`src/hdl/wlan_sup_pkg.sv`:
```
// shared constants and types for the wireless link supervisor
package wlan_sup_pkg;
  localparam int unsigned CLK_HZ          = 200_000_000;
  localparam int unsigned SEC_CYCLES      = CLK_HZ;
  localparam int unsigned MIN_SECONDS     = 60;
  localparam int unsigned MS_PER_SEC      = 1000;
  localparam int unsigned HOLD_MENU_SEC   = 5;
  localparam int unsigned ERASE_HOLD_SEC  = 3;
  localparam int unsigned STRENGTH_DLY_SEC = 5;
  localparam int unsigned STRENGTH_MIN    = 10;
  localparam int unsigned KEEPALIVE_MIN   = 1;
  localparam int unsigned LINK_FAULT_MIN  = 10;
  localparam int unsigned LINK_RETRIES    = 3;
  localparam int unsigned DISCONNECT_SEC  = 300;
  localparam int unsigned ROUTER_LOSS_MIN = 5;
  localparam int unsigned FAST_BLINK_MS   = 125;
  localparam int unsigned SLOW_BLINK_MS   = 1000;
  localparam int unsigned BURST_ON_MS     = 250;
  localparam int unsigned BURST_PAUSE_MS  = 2000;
  localparam int unsigned MS_CYCLES       = CLK_HZ / 1000;
  localparam logic [7:0]  MODULE_LINK_FAULT_CODE = 8'h85;

  typedef enum logic [1:0] {
    SIG_NONE, SIG_WEAK, SIG_MODERATE, SIG_STRONG
  } signal_level_t;

  typedef enum logic [1:0] {
    MENU_NONE, MENU_STRENGTH, MENU_ERASE
  } menu_pick_t;
endpackage
```
`src/hdl/tick_if.sv`:
```
// millisecond, second and minute tick enables shared between supervisor modules
interface tick_if;
  logic sec_tick;
  logic min_tick;
  logic ms_tick;
  modport source (output sec_tick, output min_tick, output ms_tick);
  modport sink   (input  sec_tick, input  min_tick, input  ms_tick);
endinterface

```
`src/hdl/led_pattern.sv`:
```
// wireless led pattern generator: fast, slow and strength bursts
module led_pattern (
  input  wire logic                        clk,
  input  wire logic                        rst_b,
  tick_if.sink                             tk,
  input  wire logic                        fast,
  input  wire logic                        slow,
  input  wire logic                        burst,
  input  wire wlan_sup_pkg::signal_level_t level,
  output logic                             blink_fast,
  output logic                             blink_slow,
  output logic                             burst_led
);
  import wlan_sup_pkg::*;

  typedef struct packed {
    logic [11:0] fcnt;
    logic [11:0] scnt;
    logic [11:0] bcnt;
    logic [1:0]  blinks;
    logic        pause;
    logic        fled;
    logic        sled;
    logic        bled;
  } pat_state_t;

  pat_state_t st;
  pat_state_t next_st;

  always_comb begin
    next_st = st;
    if (!fast) begin
      next_st.fcnt = '0;
      next_st.fled = 1'b1;
    end else if (tk.ms_tick) begin
      if (st.fcnt == 12'(FAST_BLINK_MS - 1)) begin
        next_st.fcnt = '0;
        next_st.fled = ~st.fled;
      end else begin
        next_st.fcnt = st.fcnt + 12'h001;
      end
    end
    if (!slow) begin
      next_st.scnt = '0;
      next_st.sled = 1'b1;
    end else if (tk.ms_tick) begin
      if (st.scnt == 12'(SLOW_BLINK_MS - 1)) begin
        next_st.scnt = '0;
        next_st.sled = ~st.sled;
      end else begin
        next_st.scnt = st.scnt + 12'h001;
      end
    end
    // bursts of n blinks then a long pause; no signal keeps the led dark
    if (!burst || level == SIG_NONE) begin
      next_st.bcnt   = '0;
      next_st.blinks = '0;
      next_st.pause  = 1'b1;
      next_st.bled   = 1'b0;
    end else if (tk.ms_tick) begin
      next_st.bcnt = st.bcnt + 12'h001;
      if (st.pause) begin
        if (st.bcnt == 12'(BURST_PAUSE_MS - 1)) begin
          next_st.bcnt   = '0;
          next_st.pause  = 1'b0;
          next_st.bled   = 1'b1;
          next_st.blinks = 2'h0;
        end
      end else if (st.bcnt == 12'(BURST_ON_MS - 1)) begin
        next_st.bcnt = '0;
        if (st.bled) begin
          next_st.bled = 1'b0;
          next_st.blinks = st.blinks + 2'h1;
          if (st.blinks + 2'h1 == 2'(level)) begin
            next_st.pause = 1'b1;
          end
        end else begin
          next_st.bled = 1'b1;
        end
      end
    end
  end

  always_ff @(posedge clk or negedge rst_b) begin
    if (!rst_b) begin
      st <= '{default: '0, pause: 1'b1, fled: 1'b1, sled: 1'b1};
    end else begin
      st <= next_st;
    end
  end

  assign blink_fast = st.fled;
  assign blink_slow = st.sled;
  assign burst_led  = st.bled;
endmodule

```
`src/hdl/tick_gen.sv`:
```
// common millisecond, second and minute tick generator
module tick_gen #(
  parameter int unsigned MS_DIV = wlan_sup_pkg::MS_CYCLES
) (
  input  wire logic clk,
  input  wire logic rst_b,
  tick_if.source    tk
);
  import wlan_sup_pkg::*;

  typedef struct packed {
    logic [31:0] div;
    logic [9:0]  ms;
    logic [5:0]  sec;
    logic        ms_p;
    logic        sec_p;
    logic        min_p;
  } tick_state_t;

  tick_state_t st;
  tick_state_t next_st;

  always_comb begin
    next_st = st;
    next_st.ms_p  = 1'b0;
    next_st.sec_p = 1'b0;
    next_st.min_p = 1'b0;
    if (st.div == 32'(MS_DIV - 1)) begin
      next_st.div  = '0;
      next_st.ms_p = 1'b1;
      if (st.ms == 10'(MS_PER_SEC - 1)) begin
        next_st.ms    = '0;
        next_st.sec_p = 1'b1;
        if (st.sec == 6'(MIN_SECONDS - 1)) begin
          next_st.sec   = '0;
          next_st.min_p = 1'b1;
        end else begin
          next_st.sec = st.sec + 6'h01;
        end
      end else begin
        next_st.ms = st.ms + 10'h001;
      end
    end else begin
      next_st.div = st.div + 32'h0000_0001;
    end
  end

  always_ff @(posedge clk or negedge rst_b) begin
    if (!rst_b) begin
      st <= '0;
    end else begin
      st <= next_st;
    end
  end

  assign tk.ms_tick  = st.ms_p;
  assign tk.sec_tick = st.sec_p;
  assign tk.min_tick = st.min_p;
endmodule

```
`src/hdl/wlan_link_status_supervisor.sv`:
```
// wireless module supervisor: led sequences, keep-alive and fault tracking
module wlan_link_status_supervisor #(
  parameter int unsigned MS_DIV = wlan_sup_pkg::MS_CYCLES
) (
  input  wire logic                        CORE_CLK,
  input  wire logic                        RST_B,
  input  wire logic                        BTN_PRESS,
  input  wire logic                        BTN_HOLD_5S,
  input  wire wlan_sup_pkg::menu_pick_t    MENU_PICK,
  input  wire logic                        MENU_CONFIRM,
  input  wire logic                        OPERATION_ON,
  input  wire logic                        AP_JOINING,
  input  wire logic                        AP_JOINED,
  input  wire logic                        AP_FAILED,
  input  wire wlan_sup_pkg::signal_level_t SIGNAL_LEVEL,
  input  wire logic                        MSG_SENT,
  input  wire logic                        MSG_NO_REPLY,
  input  wire logic                        MSG_ERROR,
  input  wire logic                        MSG_VALID,
  input  wire logic                        ROUTER_OK,
  output logic                             KEEPALIVE_REQ,
  output logic                             RETRY_REQ,
  output logic                             ERASE_REQ,
  output logic                             WLAN_LED,
  output logic                             TIMER_LED,
  output logic                             LINK_FAULT,
  output logic [7:0]                       FAULT_CODE,
  output logic                             ROUTER_FAULT,
  output logic                             WLAN_DISCONNECTED
);
  import wlan_sup_pkg::*;

  typedef enum logic [2:0] {
    ST_OFF, ST_ON, ST_MENU, ST_ERASE_HOLD, ST_STR_WAIT, ST_STR_SHOW
  } mode_t;

  typedef struct packed {
    logic [1:0]  pin_s1;
    logic [1:0]  pin_s2;
    logic        press_q;
    mode_t       mode;
    logic [9:0]  sec_cnt;
    logic [3:0]  min_cnt;
    logic        checking;
    logic [3:0]  fault_min;
    logic [1:0]  retries;
    logic        fault;
    logic [8:0]  disc_sec;
    logic        disc;
    logic [2:0]  router_min;
    logic        router_retry;
    logic        router_fault;
    logic        keep;
    logic        retry;
    logic        erase;
    logic        wled;
    logic        tled;
    logic [9:0]  tblink;
  } sup_state_t;

  sup_state_t st;
  sup_state_t next_st;
  logic       press;
  logic       blink_fast;
  logic       blink_slow;
  logic       burst_led;

  // a failed exchange is either a missing reply or an error reply
  function automatic logic exch_failed(input logic no_reply, input logic err_reply);
    return no_reply | err_reply;
  endfunction

  // the led stays dark while the function is off or the strength wait runs
  function automatic logic led_dark(input mode_t m);
    return m == ST_OFF || m == ST_STR_WAIT;
  endfunction

  tick_if tk ();

  //////////////////////////////////////////////////////////////////////////////

  tick_gen #(.MS_DIV(MS_DIV)) u_ticks (
    .clk   (CORE_CLK),
    .rst_b (RST_B),
    .tk    (tk)
  );

  led_pattern u_pat (
    .clk        (CORE_CLK),
    .rst_b      (RST_B),
    .tk         (tk),
    .fast       (AP_JOINING),
    .slow       (AP_FAILED),
    .burst      (st.mode == ST_STR_SHOW),
    .level      (SIGNAL_LEVEL),
    .blink_fast (blink_fast),
    .blink_slow (blink_slow),
    .burst_led  (burst_led)
  );

  //////////////////////////////////////////////////////////////////////////////

  // only the remote-control button path comes from another domain
  // a held button acts once: only the synced rising edge counts
  assign press = st.pin_s2[0] & ~st.press_q;

  always_comb begin
    next_st = st;
    next_st.pin_s1 = {BTN_HOLD_5S, BTN_PRESS};
    next_st.pin_s2 = st.pin_s1;
    next_st.press_q = st.pin_s2[0];
    next_st.keep  = 1'b0;
    next_st.retry = 1'b0;
    next_st.erase = 1'b0;

    // button sequences; OPERATION_ON blocks only the strength check
    unique case (st.mode)
      ST_OFF: begin
        if (press) begin
          next_st.mode = ST_ON;
        end
      end
      ST_ON: begin
        if (st.pin_s2[1]) begin
          next_st.mode = ST_MENU;
        end else if (press) begin
          next_st.mode = ST_OFF;
        end
      end
      ST_MENU: begin
        next_st.sec_cnt = '0;
        if (MENU_CONFIRM && MENU_PICK == MENU_ERASE) begin
          next_st.mode = ST_ERASE_HOLD;
        end else if (MENU_CONFIRM && MENU_PICK == MENU_STRENGTH && !OPERATION_ON) begin
          next_st.mode = ST_STR_WAIT;
        end else if (press) begin
          next_st.mode = ST_ON;
        end
      end
      ST_ERASE_HOLD: begin
        // letting go of the item before the third second abandons the erase
        if (!MENU_CONFIRM) begin
          next_st.mode = ST_MENU;
        end else if (tk.sec_tick) begin
          next_st.sec_cnt = st.sec_cnt + 10'h001;
          if (st.sec_cnt == 10'(ERASE_HOLD_SEC - 1)) begin
            next_st.erase = 1'b1;
            next_st.mode  = ST_OFF;
          end
        end
      end
      ST_STR_WAIT: begin
        // whole seconds only: the first tick may come early, so 4 to 5 s
        if (press) begin
          next_st.mode = ST_ON;
        end else if (tk.sec_tick) begin
          next_st.sec_cnt = st.sec_cnt + 10'h001;
          if (st.sec_cnt == 10'(STRENGTH_DLY_SEC - 1)) begin
            next_st.sec_cnt = '0;
            next_st.mode    = ST_STR_SHOW;
          end
        end
      end
      ST_STR_SHOW: begin
        if (press) begin
          next_st.mode = ST_ON;
        end else if (tk.min_tick) begin
          next_st.sec_cnt = st.sec_cnt + 10'h001;
          if (st.sec_cnt == 10'(STRENGTH_MIN - 1)) begin
            next_st.mode = ST_ON;
          end
        end
      end
    endcase

    // keep-alive runs regardless of other traffic
    if (tk.min_tick) begin
      if (st.min_cnt == 4'(KEEPALIVE_MIN - 1)) begin
        next_st.min_cnt = '0;
        next_st.keep    = 1'b1;
      end else begin
        next_st.min_cnt = st.min_cnt + 4'h1;
      end
    end

    // module link fault: time and retry count both needed
    // the first failure only opens the check; up to three later ones are retries
    if (exch_failed(MSG_NO_REPLY, MSG_ERROR)) begin
      next_st.checking = 1'b1;
      if (st.checking && st.retries != 2'(LINK_RETRIES)) begin
        next_st.retries = st.retries + 2'h1;
      end
      if (st.checking && st.retries != 2'(LINK_RETRIES)) begin
        next_st.retry = 1'b1;
      end
    end
    if (st.checking && tk.min_tick && st.fault_min != 4'(LINK_FAULT_MIN)) begin
      next_st.fault_min = st.fault_min + 4'h1;
    end
    if (st.checking && st.fault_min == 4'(LINK_FAULT_MIN)
        && st.retries == 2'(LINK_RETRIES)) begin
      next_st.fault = 1'b1;
    end
    // a valid message loses to nothing but a same-cycle failed exchange (missing or error reply)
    if (MSG_VALID && !exch_failed(MSG_NO_REPLY, MSG_ERROR)) begin
      next_st.checking  = 1'b0;
      next_st.fault     = 1'b0;
      next_st.fault_min = '0;
      next_st.retries   = '0;
    end

    // wireless disconnection judgment
    if (MSG_VALID) begin
      next_st.disc_sec = '0;
      next_st.disc     = 1'b0;
    end else if (tk.sec_tick && st.disc_sec != 9'(DISCONNECT_SEC)) begin
      next_st.disc_sec = st.disc_sec + 9'h001;
    end
    if (st.disc_sec == 9'(DISCONNECT_SEC) && !MSG_VALID) begin
      next_st.disc = 1'b1;
    end

    // router loss: 5 minute ticks (4 to 5 minutes) and a retry made
    if (ROUTER_OK) begin
      next_st.router_min   = '0;
      next_st.router_retry = 1'b0;
      next_st.router_fault = 1'b0;
    end else begin
      if (MSG_SENT) begin
        next_st.router_retry = 1'b1;
      end
      if (tk.min_tick && st.router_min != 3'(ROUTER_LOSS_MIN)) begin
        next_st.router_min = st.router_min + 3'h1;
      end
      if (st.router_min == 3'(ROUTER_LOSS_MIN) && st.router_retry) begin
        next_st.router_fault = 1'b1;
      end
    end

    // timer led blink while fault stands
    // free-running: the blink phase is not aligned to fault entry
    if (tk.ms_tick) begin
      next_st.tblink = st.tblink + 10'h001;
    end
    next_st.tled = st.fault & st.tblink[9];

    // led priority: strength display, fault, router, ap status
    if (st.mode == ST_STR_SHOW) begin
      next_st.wled = burst_led;
    end else if (led_dark(st.mode)) begin
      next_st.wled = 1'b0;
    end else if (st.fault) begin
      next_st.wled = 1'b0;
    end else if (st.router_fault) begin
      next_st.wled = blink_slow;
    end else if (AP_JOINING) begin
      next_st.wled = blink_fast;
    end else if (AP_FAILED) begin
      next_st.wled = blink_slow;
    end else if (AP_JOINED) begin
      next_st.wled = 1'b1;
    end else begin
      next_st.wled = 1'b1;
    end
  end

  //////////////////////////////////////////////////////////////////////////////

  always_ff @(posedge CORE_CLK or negedge RST_B) begin
    if (!RST_B) begin
      st <= '{default: '0, mode: ST_OFF};
    end else begin
      st <= next_st;
    end
  end

  //////////////////////////////////////////////////////////////////////////////

  assign KEEPALIVE_REQ     = st.keep;
  assign RETRY_REQ         = st.retry;
  assign ERASE_REQ         = st.erase;
  assign WLAN_LED          = st.wled;
  assign TIMER_LED         = st.tled;
  assign LINK_FAULT        = st.fault;
  assign FAULT_CODE        = st.fault ? MODULE_LINK_FAULT_CODE : 8'h00;
  assign ROUTER_FAULT      = st.router_fault & ~st.fault;
  assign WLAN_DISCONNECTED = st.disc;
endmodule

```
`config.mk`:
```
export PLATFORM = sky130hd
export DESIGN_NAME = wlan_link_status_supervisor
export DESIGN_NICKNAME = d
export VERILOG_FILES = /design/src/hdl/wlan_sup_pkg.sv /design/src/hdl/tick_if.sv /design/src/hdl/led_pattern.sv /design/src/hdl/tick_gen.sv /design/src/hdl/wlan_link_status_supervisor.sv
export SDC_FILE = /design/constraint.sdc
export NUM_CORES = 1
export LEC_CHECK = 0
export ABC_AREA = 1
export BUFFER_PORTS_ARGS = -buffer_cell sky130_fd_sc_hd__buf_2
export CAP_MARGIN = 25
export CORE_MARGIN = 3
export CORE_UTILIZATION = 63
export CTS_CLUSTER_SIZE = 20
export DETAILED_ROUTE_END_ITERATION = 10
export GPL_TIMING_DRIVEN = 0
export PLACE_DENSITY = 0.81
export SLEW_MARGIN = 20
export SYNTH_ARGS = -nofsm -noshare
export SYNTH_HDL_FRONTEND = slang
export SYNTH_HIERARCHICAL = 1
export SYNTH_SLANG_ARGS = --single-unit
```
`constraint.sdc`:
```
create_clock -name CORE_CLK -period 1.8 [get_ports CORE_CLK]
set_input_delay 0.18 -clock CORE_CLK [delete_from_list [all_inputs] [get_ports CORE_CLK]]
set_output_delay 0.18 -clock CORE_CLK [all_outputs]
set_load 0.1 [all_outputs]
```
==> results.cfg <==
[run_status]
outcome = completed

[timing]
rsz0062_at_grt = false
fmax_mhz = 592
tightest_slew_ns = 0.709
setup_viol = 0
slew_headroom = 0.527
finClkSkew_ns = 0.00605
drv_slew = 0
hold_ws_ns = 0.0144
hold_viol = 0
period_minus_slack_ns = 1.69
fin_crit_sh = 0.938

[cts]
cts_sinks = 153
root_buffer = clkbuf_16
cts_tree = built
cts_buffers = 17
clkLatencyLatePin_ns = 0.42
cts_buffer_depth = 2
cts.htree.levels = 4
clkTransAtPathRegs_ns = 0.06

[worst_setup_path]
worstPathMaxFanout = 10
required_ns = 2.10
startpoint_type = register
regToRegEndpoint = st[47]$_DFFE_PN0P_
critical_path_class = register to register
r2r_setup_slack_ns = 0.11
cp.arrival_ns = 1.99
startpoint = st[54]$_DFFE_PN0P_
r2r_start = st[54]$_DFFE_PN0P_
worstSetupEndpointType = register
rr_worst_depth = 10

[cells_and_area]
regArea_um2 = 3840
antennaDiodeCount = 0
drive_gt1_frac = 0.110
layout.nets = 1380
syn_to_final_growth_pct = 13.0
final_cell_area_um2 = 10400
fillers = 1103
multi_input_area_um2 = 4590

[pwr]
p_total_w = 0.00851
leakage_nw = 5.26
p_per_area_nw_per_um2 = 817
ir_drop_v = 0.000661

[yosys]
synth_top_family_by_area = simple AND/OR/NAND/NOR gates
synth_edf_count = 0
syn_area_um2 = 9220
synth.most_common_cell = nand2_1
synth_top_area_share = 0.407
synth_seq_area_share = 0.416
synthTopCellsByArea = dfrtp_1, nand2_1, nor2_1
synth_ff_type = dfrtp_1
yosys.area_share.adder = 0.0299
syn_inst = 1279
synth_xor_area_frac = 0.0485
synth-simple-area-share = 0.353
ys_seq_elements = 153
ys_types = 41
syn_avg_cell_area_um2 = 7.21
postSynth.asyncResetShare = 1.00
ys_warn_count = 6
synthMuxAreaShare = 0.00122
synth_compound_area_frac = 0.0593
synthTopCellsByCount = nand2_1, nor2_1, inv_1, dfrtp_1, nand3_1
synth.largest_area_cell = dfrtp_1

[placed_design]
portBuffers = 27
placed_cell_area_um2 = 9640
dp_hpwl_um = 13400
routabilityCongestion = 0.894

[routing]
drt_first_iter_violations = 546
vias_per_cell = 5.28
drc_errors = 0
post_drt_wl_per_cell_um = 12.8
wl_um = 19700
drtPass1Iterations = 5
vias = 8091
detail-route-antenna-nets = 0

[worst_hold_path]
whs_path_depth = 3
min_to = st[16]$_DFFE_PN0P_
hold_class = input pin to register
min_from = MSG_SENT

[floorplan]
die-area_um2 = 16100
die_x_um = 127
num_rows = 43
initial_utilization = 0.654
die_height_um = 127
coreArea_um2 = 14100
io_pins = 34

[global_route]
grt_use_total = 0.254
grt_overflow = 0
grt_max_degree = 96
grt_pass1_wl_um = 34000
grt_pass1_vias = 7662
antenna_found_initial = 0

[flow_run]
cap_viol_max_count = 0
==> state kept, by name, summed over array words and instances, names as in the netlist, 3 cells and up <==
| register | flops |
|---|---|
| next_st | 3 |
| u_ticks/st | 48 |
| u_pat/st | 39 |
| st | 50 |
==> final cells by class <==
type,count,area share
Buffer,17,0.0120
Clock buffer,24,0.0453
Clock inverter,8,0.0161
Inverter,193,0.0698
Multi-Input combinational cell,920,0.441
Sequential cell,153,0.369
Tap cell,180,0.0216
Timing Repair Buffer,38,0.0260
==> worst max-delay path, stage by stage (launching register included) <==
cell	delay, ns
dfrtp_2	0.44
buf_4	0.16
nand2_2	0.12
inv_2	0.11
nand2_1	0.08
nand3_2	0.08
nor2_4	0.24
inv_2	0.07
buf_6	0.14
nand2_1	0.07
o21ai_2	0.05
==> repair_timing <==
item                                   4_1_cts  5_1_grt
hold buffers                                 6        0
buffers inserted                             0        4
pin swaps                                    0        1
setup endpoints to repair                   12       47
gates resized for setup                      3       15
endpoints found under the hold margin       97        0
==> placed cells by master (no fill, tap or decap), drive strengths merged, types with 19 or more instances in the layout <==
master / synthesis / routed
clkbuf: 4 / 31
dfrtp: 150 / 150
buf: 13 / 42
inv: 192 / 192
nand4: 24 / 24
nand2: 372 / 372
ha: 22 / 22
nor2: 210 / 210
o21ai: 48 / 48
nand3: 119 / 119
nor3: 19 / 19
xor2: 33 / 33
==> stage by stage <==
| stage | util | instances | worst slack [ns] | TNS, ns |
|---|---|---|---|---|
| floorplan | - | 1283 | 0.154 | 0 |
| global placement | 0.681 | 1490 | -1.68 | -252.65 |
| detailed placement | 0.684 | 1491 | -0.104 | -0.179 |
| CTS | 0.734 | 1529 | 0.00580 | 0 |
| global route | 0.739 | 1533 | 0.000955 | 0 |
| finish | 0.739 | 1533 | 0.112 | 0 |
==> routing by layer <==
metal	global-route usage	share of wire	vias up
met5	0	0	-
met4	0.0934	0.018	0
met1	0.327	0.44	3721
met3	0.0463	0.044	36
met2	0.429	0.50	223
li1	-	-	4111
==> worst max path at each step <==
stage,to,slack [ns],cells past startpoint
6_report,st[47]$_DFFE_PN0P_,0.11,10
5_1_grt,st[45]$_DFFE_PN0P_,0.001,10
4_1_cts,FAULT_CODE[2],0.006,2
3_5_place_dp,u_pat/st[8]$_DFFE_PN0P_,-0.10,11
3_3_place_gp,u_ticks/st[14]$_DFFE_PN0N_,-1.68,1
2_1_floorplan,FAULT_CODE[0],0.15,1
==> logic make-up (layout without fill, tap and decap cells) <==
| logic type | after synthesis | in the layout |
|---|---|---|
| AOI/OAI and AO/OA | 92 | 92 |
| xor gates and xnor gates | 51 | 51 |
| adders and majority gates | 22 | 22 |
| buffers and inverters | 210 | 280 |
| DFF | 153 | 153 |
| muxes | 1 | 1 |
| other | 1 | 5 |
| and+or+nand+nor | 749 | 749 |
==> report_power, final <==
group	switching [W]	internal [W]
registers	0.000117	0.00355
clock network	0.00133	0.00253
logic	0.000712	0.000271
Note: power is estimated with default switching activity, not from simulation.
